### config.mk
export PLATFORM = sky130hd
export DESIGN_NAME = frt_ctrl
export DESIGN_NICKNAME = d
export VERILOG_FILES = /design/src/pkg/frt_pkg.sv /design/src/rtl/frt_ctrl.sv
export VERILOG_INCLUDE_DIRS = /design/src /design/src/pkg
export SDC_FILE = /design/constraint.sdc
export NUM_CORES = 1
export LEC_CHECK = 0
export BUFFER_PORTS_ARGS = -buffer_cell sky130_fd_sc_hd__buf_2
export CAP_MARGIN = 25
export CORE_MARGIN = 5
export CORE_UTILIZATION = 45
export DETAILED_ROUTE_END_ITERATION = 8
export GPL_TIMING_DRIVEN = 0
export PLACE_DENSITY = 0.72
export SLEW_MARGIN = 20
export SYNTH_ARGS = -nofsm -noshare
export SYNTH_HDL_FRONTEND = slang
export SYNTH_SLANG_ARGS = --single-unit
### constraint.sdc
create_clock -name CLOCK -period 2.9 [get_ports CLOCK]
set_input_delay 0 -clock CLOCK [delete_from_list [all_inputs] [get_ports CLOCK]]
set_output_delay 0 -clock CLOCK [all_outputs]
set_load 0.01 [all_outputs]
### src/pkg/frt_consts.svh
// Register offsets, bit positions, reset values and divider masks
`ifndef FRT_CONSTS_SVH
`define FRT_CONSTS_SVH
`define FRT_OFS_IRQ_EN      8'h10
`define FRT_OFS_CTRL_STAT   8'h11
`define FRT_OFS_CLK_EDGE    8'h16
`define FRT_RST_IRQ_EN      8'h01
`define FRT_RST_CTRL_STAT   8'h00
`define FRT_RST_CLK_EDGE    8'h00
`define FRT_BIT_CAPTURE     7
`define FRT_BIT_MATCH_A     3
`define FRT_BIT_MATCH_B     2
`define FRT_BIT_WRAP        1
`define FRT_BIT_CLR_A       0
`define FRT_BIT_FIXED_ONE   0
`define FRT_BIT_EDGE_SEL    7
`define FRT_BIT_CKS_HI      1
`define FRT_BIT_CKS_LO      0
`define FRT_DIV8_MASK       7'h07
`define FRT_DIV32_MASK      7'h1f
`define FRT_DIV128_MASK     7'h7f
`define FRT_CNT_MAX         16'hffff
`define FRT_CNT_ZERO        16'h0000
`endif

### src/pkg/frt_pkg.sv
// Types shared by the timer control and status block
package frt_pkg;
    // Counter source selection
    typedef enum logic [1:0] {
        FRT_SRC_DIV8   = 2'b00,
        FRT_SRC_DIV32  = 2'b01,
        FRT_SRC_DIV128 = 2'b10,
        FRT_SRC_EXT    = 2'b11
    } frt_src_t;
    // Four interrupt requests, highest priority first
    typedef struct packed {
        logic capture;
        logic match_a;
        logic match_b;
        logic wrap;
    } frt_irq_t;
endpackage : frt_pkg

### src/rtl/frt_ctrl.sv
// Free-running timer: control, status, counter and interrupt requests
`timescale 1ns/10ps
`include "frt_consts.svh"

module frt_ctrl #(
    parameter int CNT_W = 16
) (
    // Clock and resets
    input  wire logic                 CLOCK,
    input  wire logic                 SRST,
    input  wire logic                 STANDBY,
    input  wire logic                 MODULE_STANDBY,
    // Byte-wide register port
    input  wire logic [7:0]           ADDR,
    input  wire logic                 WR_EN,
    input  wire logic                 RD_EN,
    input  wire logic [7:0]           WDATA,
    output logic      [7:0]           RDATA,
    // Compare values from the datapath
    input  wire logic [CNT_W-1:0]     COMPARE_A_VALUE,
    input  wire logic [CNT_W-1:0]     COMPARE_B_VALUE,
    // Pins
    input  wire logic                 CAPTURE_INPUT_PIN,
    input  wire logic                 EXT_COUNT_PIN,
    // Counter and capture results
    output logic      [CNT_W-1:0]     UP_COUNTER,
    output logic      [CNT_W-1:0]     CAPTURE_VALUE,
    output logic                      CAPTURE_STROBE,
    // Requests to the interrupt controller
    output frt_pkg::frt_irq_t         IRQ
);

    // Width check: flag and wrap logic assume a 16-bit counter
    if (CNT_W != 16)
    begin : g_bad_width
        $error("frt_ctrl: CNT_W must be 16");
    end

    ////////////////////////////////////////////////////////////////
    // Functions
    ////////////////////////////////////////////////////////////////

    // Internal tick when the prescaler low bits are all ones
    function automatic logic div_tick(input logic [6:0] p,
                                      input logic [6:0] m);
        div_tick = ((p & m) == m);
    endfunction : div_tick

    ////////////////////////////////////////////////////////////////
    // State
    ////////////////////////////////////////////////////////////////

    logic              rst_any;          // Reset, standby or module off
    logic [3:0]        en_ff;            // Capture, A, B, wrap enables
    logic [3:0]        nxt_en;
    logic [3:0]        flag_ff;          // Capture, A, B, wrap flags
    logic [3:0]        nxt_flag;
    logic [3:0]        armed_ff;         // Flag was read while set
    logic [3:0]        nxt_armed;
    logic              clr_a_ff;         // Clear on match A
    logic              nxt_clr_a;
    logic              edge_ff;          // Capture edge select
    logic              nxt_edge;
    frt_pkg::frt_src_t src_ff;           // Counter source
    frt_pkg::frt_src_t nxt_src;
    logic [6:0]        presc_ff;         // Peripheral clock prescaler
    logic [6:0]        nxt_presc;
    logic              ext_q_ff;         // Last external count level
    logic              cap_q_ff;         // Last capture pin level
    logic [CNT_W-1:0]  cnt_ff;
    logic [CNT_W-1:0]  nxt_cnt;
    logic [CNT_W-1:0]  cap_ff;
    logic [CNT_W-1:0]  nxt_cap;
    logic              strobe_ff;
    logic [7:0]        rdata_ff;
    logic [7:0]        nxt_rdata;

    // Events of this cycle
    logic              tick;
    logic              hit_a;
    logic              hit_b;
    logic              cap_evt;
    logic              wrap_evt;
    logic              clr_now;
    logic [3:0]        set_evt;
    logic [7:0]        en_view;
    logic [7:0]        stat_view;
    logic [7:0]        ce_view;
    logic              wr_stat;

    assign rst_any = SRST | STANDBY | MODULE_STANDBY;

    ////////////////////////////////////////////////////////////////
    // Counter source, counter and events
    ////////////////////////////////////////////////////////////////

    // Tick from the chosen source
    always_comb
    begin
        nxt_presc = presc_ff + 7'h01;
        unique case (src_ff)
            frt_pkg::FRT_SRC_DIV8:
                tick = div_tick(presc_ff, `FRT_DIV8_MASK);
            frt_pkg::FRT_SRC_DIV32:
                tick = div_tick(presc_ff, `FRT_DIV32_MASK);
            frt_pkg::FRT_SRC_DIV128:
                tick = div_tick(presc_ff, `FRT_DIV128_MASK);
            frt_pkg::FRT_SRC_EXT:
                tick = EXT_COUNT_PIN & ~ext_q_ff;
        endcase
    end

    // Match is taken when the matching count is about to move on
    assign hit_a    = tick & (cnt_ff == COMPARE_A_VALUE);
    assign hit_b    = tick & (cnt_ff == COMPARE_B_VALUE);
    assign clr_now  = hit_a & clr_a_ff;
    assign wrap_evt = tick & ~clr_now
                      & (cnt_ff == `FRT_CNT_MAX);
    // Edge select: 1 rising, 0 falling
    assign cap_evt  = edge_ff ? (CAPTURE_INPUT_PIN & ~cap_q_ff)
                              : (~CAPTURE_INPUT_PIN & cap_q_ff);
    assign set_evt  = {cap_evt, hit_a, hit_b, wrap_evt};

    // Next counter and capture value
    always_comb
    begin
        nxt_cnt = cnt_ff;
        nxt_cap = cap_ff;
        if (clr_now)
            nxt_cnt = `FRT_CNT_ZERO;
        else if (tick)
            nxt_cnt = cnt_ff + 16'h0001;
        if (cap_evt)
            nxt_cap = cnt_ff;
    end

    // Counter registers
    always_ff @(posedge CLOCK)
    begin
        if (rst_any)
        begin
            presc_ff  <= 7'h00;
            cnt_ff    <= `FRT_CNT_ZERO;
            cap_ff    <= `FRT_CNT_ZERO;
            strobe_ff <= 1'b0;
            ext_q_ff  <= 1'b0;
            cap_q_ff  <= 1'b0;
        end
        else
        begin
            presc_ff  <= nxt_presc;
            cnt_ff    <= nxt_cnt;
            cap_ff    <= nxt_cap;
            strobe_ff <= cap_evt;
            ext_q_ff  <= EXT_COUNT_PIN;
            cap_q_ff  <= CAPTURE_INPUT_PIN;
        end
    end

    ////////////////////////////////////////////////////////////////
    // Register file
    ////////////////////////////////////////////////////////////////

    // Read views; reserved bits are constant
    assign en_view   = {en_ff[3], 3'b000, en_ff[2:0], 1'b1};
    assign stat_view = {flag_ff[3], 3'b000, flag_ff[2:0],
                        clr_a_ff};
    assign ce_view   = {edge_ff, 5'b0_0000, src_ff};
    assign wr_stat   = WR_EN & (ADDR == `FRT_OFS_CTRL_STAT);

    // Next register values
    always_comb
    begin
        nxt_en    = en_ff;
        nxt_clr_a = clr_a_ff;
        nxt_edge  = edge_ff;
        nxt_src   = src_ff;
        nxt_armed = armed_ff;
        nxt_rdata = rdata_ff;
        // Writes; fixed and reserved bits are dropped
        if (WR_EN && ADDR == `FRT_OFS_IRQ_EN)
            nxt_en = {WDATA[`FRT_BIT_CAPTURE], WDATA[`FRT_BIT_MATCH_A],
                      WDATA[`FRT_BIT_MATCH_B], WDATA[`FRT_BIT_WRAP]};
        if (wr_stat)
            nxt_clr_a = WDATA[`FRT_BIT_CLR_A];
        if (WR_EN && ADDR == `FRT_OFS_CLK_EDGE)
        begin
            nxt_edge = WDATA[`FRT_BIT_EDGE_SEL];
            nxt_src  = frt_pkg::frt_src_t'(
                       {WDATA[`FRT_BIT_CKS_HI], WDATA[`FRT_BIT_CKS_LO]});
        end
        // Any status write uses up the read-of-one
        if (wr_stat)
            nxt_armed = 4'h0;
        // Reads latch data; status reads arm set flags
        if (RD_EN)
        begin
            unique case (ADDR)
                `FRT_OFS_IRQ_EN:    nxt_rdata = en_view;
                `FRT_OFS_CTRL_STAT:
                begin
                    nxt_rdata = stat_view;
                    nxt_armed = nxt_armed | flag_ff;
                end
                `FRT_OFS_CLK_EDGE:  nxt_rdata = ce_view;
                default:            nxt_rdata = 8'h00;
            endcase
        end
    end

    // Flags: hardware set wins over a software clear
    always_comb
    begin
        nxt_flag = flag_ff;
        for (int i = 0; i < 4; i++)
        begin
            if (set_evt[i])
                nxt_flag[i] = 1'b1;
            else if (wr_stat && armed_ff[i] && !WDATA[i + 1 + (i / 3) * 3])
                nxt_flag[i] = 1'b0;
        end
    end

    // Register file storage
    always_ff @(posedge CLOCK)
    begin
        if (rst_any)
        begin
            en_ff    <= 4'h0;
            flag_ff  <= 4'h0;
            clr_a_ff <= 1'b0;
            armed_ff <= 4'h0;
            edge_ff  <= 1'b0;
            src_ff   <= frt_pkg::FRT_SRC_DIV8;
            rdata_ff <= 8'h00;
        end
        else
        begin
            en_ff    <= nxt_en;
            flag_ff  <= nxt_flag;
            clr_a_ff <= nxt_clr_a;
            armed_ff <= nxt_armed;
            edge_ff  <= nxt_edge;
            src_ff   <= nxt_src;
            rdata_ff <= nxt_rdata;
        end
    end

    ////////////////////////////////////////////////////////////////
    // Outputs
    ////////////////////////////////////////////////////////////////

    // Each request leaves on its own line; priority is decided outside
    assign IRQ.capture = flag_ff[3] & en_ff[3];
    assign IRQ.match_a = flag_ff[2] & en_ff[2];
    assign IRQ.match_b = flag_ff[1] & en_ff[1];
    assign IRQ.wrap    = flag_ff[0] & en_ff[0];
    assign RDATA          = rdata_ff;
    assign UP_COUNTER     = cnt_ff;
    assign CAPTURE_VALUE  = cap_ff;
    assign CAPTURE_STROBE = strobe_ff;
endmodule : frt_ctrl

==> results.yml <==
worst_setup_path:
  critPathBufInv: 1
  cp.arrival_ns: 2.57
  r2r-end: "flag_ff[0]"
  crit_required_ns: 3.14
  path_class: "register to register"
  critical_path.cell_chain: "ha_1 -> and3_1 -> ha_1 -> mux2i_2 -> nand2_1 -> o21a_1 -> a31o_1 -> buf_6 -> o41ai_2"
  crit_family: "compound AO/OA/AOI/OAI gates"
  cp-end-kind: "register"
  critPathMaxStageDelay_ns: 0.33
  critPathLaunchType: "register"
  path_max_fanout: 8
  reg2reg_from: "presc_ff[0]"
  ff2ff_path_depth: 9
  crit_top_cell: "ha_1"
  r2r_slack_ns: 0.57
  critPathSlowestCell: "dfxtp_1"
yosys:
  yosys_warnings: 0
  syn_area_um2: 3122
  synth-seq-area-share_pct: 40.40
  synthesis.instances: 343
  ys_types: 47
  ys_top_cells_by_area: "dfxtp_1, xnor2_1, mux2i_1"
  yosysTopAreaCell: "dfxtp_1"
  synth-seq-cells: 63
  synth_top_area_share_pct: 40.40
  avgSynthCellArea_um2: 9.101
  ys.flop_type: "dfxtp_1"
  synth-edff-count: 0
  async_flop_share_pct: 0
finish:
  layout.cells.non_filler: 542
  n_fill_cell: 621
  drive_above_1_share_pct: 29.00
  final_common_cell: "buf_2"
  fin_nets: 517
  syn2layout_area_growth_pct: 26.97
  diodes: 0
  final_cell_mix: "buf_2, dfxtp_1, nor2_1"
power:
  cellLeakagePower_nw: 1.687
  power.density_nw_per_um2: 434.3
  vdd_drop_max_v: 0.0002512
run_status:
  outcome: "finished clean"
routing:
  highest-signal-layer: "met4"
  wl_per_cell_um: 15.04
  route.detailed.drc: 0
  detail-route-antenna-nets: 0
  initialDrtViolationCount: 160
  vias_per_cell: 5.190
  first_pass_iters: 4
  wl_um: 8151
  num_vias: 2813
  wl_met1_um: 3562
  route.met2.wl_um: 3797
  wl_met3_um: 682
timing:
  worst_slew_pin_slew_ns: 0.8265
  min_period_ns: 2.327
  postLayoutSetupSlackWorst_ns: 0.5734
  skew_ns: 0.006700
  slew_viol_final: 0
  hold_viol_final: 0
  fin_crit_sh_pct: 80.23
  rsz0062_at_grt: "false"
  hold_ws_ns: 0.02991
  fmax_mhz: 429.8
  relSlewSlack_pct: 44.48
  setup_tns_ns: 0
  setup_viol: 0
job:
  maxCapViolations: 0
hold_path:
  min_path_type: "input port to register"
  min_to: "RDATA[1]"
  hold_path.startpoint: "ADDR[1]"
  holdPathStages: 4
global_routing:
  gr-total-overflow: 0
  antenna_found_initial: 0
  grt_max_degree: 12
  grt_pass1_vias: 2752
  grt_usage_pct: 19.45
  grt_pass1_wl_um: 13260
floorplanning:
  die_w_um: 93.29
  rows: 30
  die-height_um: 93.29
  die_area_um2: 8703
  ios: 101
  core_um2: 6756
  start_util_pct: 46.20
place:
  globalplace.congestion: 0.8234
  dp_slack_ns: 0.5764
  dp_hpwl_um: 6052
  portBuffers: 93
  placedCellCount: 518
clock_tree:
  numCtsBuffers: 9
  root_buffer: "clkbuf_8"
  cts_max_level: 3
  clk_latency_ns: 0.33
  postCtsHoldBufs: 8
  clock_sinks: 63
  clk_pin_slew_worst_paths_ns: 0.07
  cts_tree: "built"
  clk_path_buf_depth: 2
  cts_setup_buffers: 0
  cts_resized: 0
[cells in the mapped netlist (all sizes together), types with 2 or more instances]
cell type / count
dfxtp: 63
o2111ai: 5
or3: 5
a211oi: 2
nand4: 9
xnor2: 34
clkbuf: 17
and3: 4
nor2b: 3
and4: 2
nand2: 16
o211ai: 5
nor2: 40
nand3: 13
inv: 7
nand2b: 5
and2: 10
nor4: 5
mux2i: 22
xor2: 11
a31oi: 3
a22oi: 4
o21ai: 11
a21oi: 17
ha: 4
mux2: 4
buf: 10
[registers in the layout, summed over array words and instances (netlist names)]
| name | cells |
|---|---|
| CAPTURE_STROBE | 1 |
| CAPTURE_VALUE | 16 |
| RDATA | 5 |
| UP_COUNTER | 16 |
| armed_ff | 4 |
| cap_q_ff | 1 |
| clr_a_ff | 1 |
| edge_ff | 1 |
| en_ff | 4 |
| ext_q_ff | 1 |
| flag_ff | 4 |
| presc_ff | 7 |
| src_ff | 2 |
[metrics by stage]
step / power (mW) / cell area (um^2) / util (%)
final: 1.722 / 3964 / 58.67
after CTS: 1.732 / 3964 / 58.67
after detailed placement: 0.9935 / 3695 / 54.69
after global placement: 0.9921 / 3695 / 54.69
after floorplan: 0.9392 / 3129 / -
after global routing: 1.791 / 3964 / 58.67
[final cells by class]
type / instances / area, um^2 / share of cell area [%]
buffer: 27 / 127.6 / 3.220
clock buffer: 10 / 127.6 / 3.220
clock inverter: 6 / 61.31 / 1.547
inverter: 7 / 26.28 / 0.6629
multi-input combinational: 248 / 1714 / 43.24
sequential: 63 / 1261 / 31.82
tap: 80 / 100.1 / 2.525
timing repair buffer: 101 / 545.5 / 13.76
[logic make-up after synthesis]
| logic type | synth area share (%) |
|---|---|
| xor+xnor | 12.63 |
| buf+inv | 4.930 |
| other cells | 0.1201 |
| mux | 8.617 |
| fa+ha+maj | 1.603 |
| flops | 40.40 |
| simple gates | 20.36 |
| compound gates | 11.34 |
[routing by layer]
metal	GRT usage [%]	vias to the layer above
met5	0	-
met4	6.593	0
li1	-	1408
met3	4.264	10
met1	23.95	1284
met2	33.41	111
[report_power, final]
part | switching, mW | total (mW) | internal, mW
Clock | 0.346 | 0.739 | 0.394
Sequential | 0.000905 | 0.867 | 0.866
Combinational | 0.0538 | 0.115 | 0.0610
[worst max-delay path by stage]
| stage | from | endpoint | cells past startpoint |
|---|---|---|---|
| finish | presc_ff[0] | flag_ff[0] | 9 |
| CTS | UP_COUNTER[6] | UP_COUNTER[10] | 8 |
| detailed placement | UP_COUNTER[6] | UP_COUNTER[10] | 8 |
| global placement | presc_ff[0] | flag_ff[0] | 9 |
| global route | UP_COUNTER[0] | UP_COUNTER[9] | 8 |
| floorplan | presc_ff[0] | flag_ff[0] | 9 |
[worst register-to-register path, stage by stage, from the launching register on]
cell     delay, ns
dfxtp_1       0.33
ha_1          0.23
and3_1        0.19
ha_1          0.18
mux2i_2       0.26
nand2_1       0.17
o21a_1        0.20
a31o_1        0.25
buf_6         0.13
o41ai_2       0.30
(Power assumes the default switching activity.)
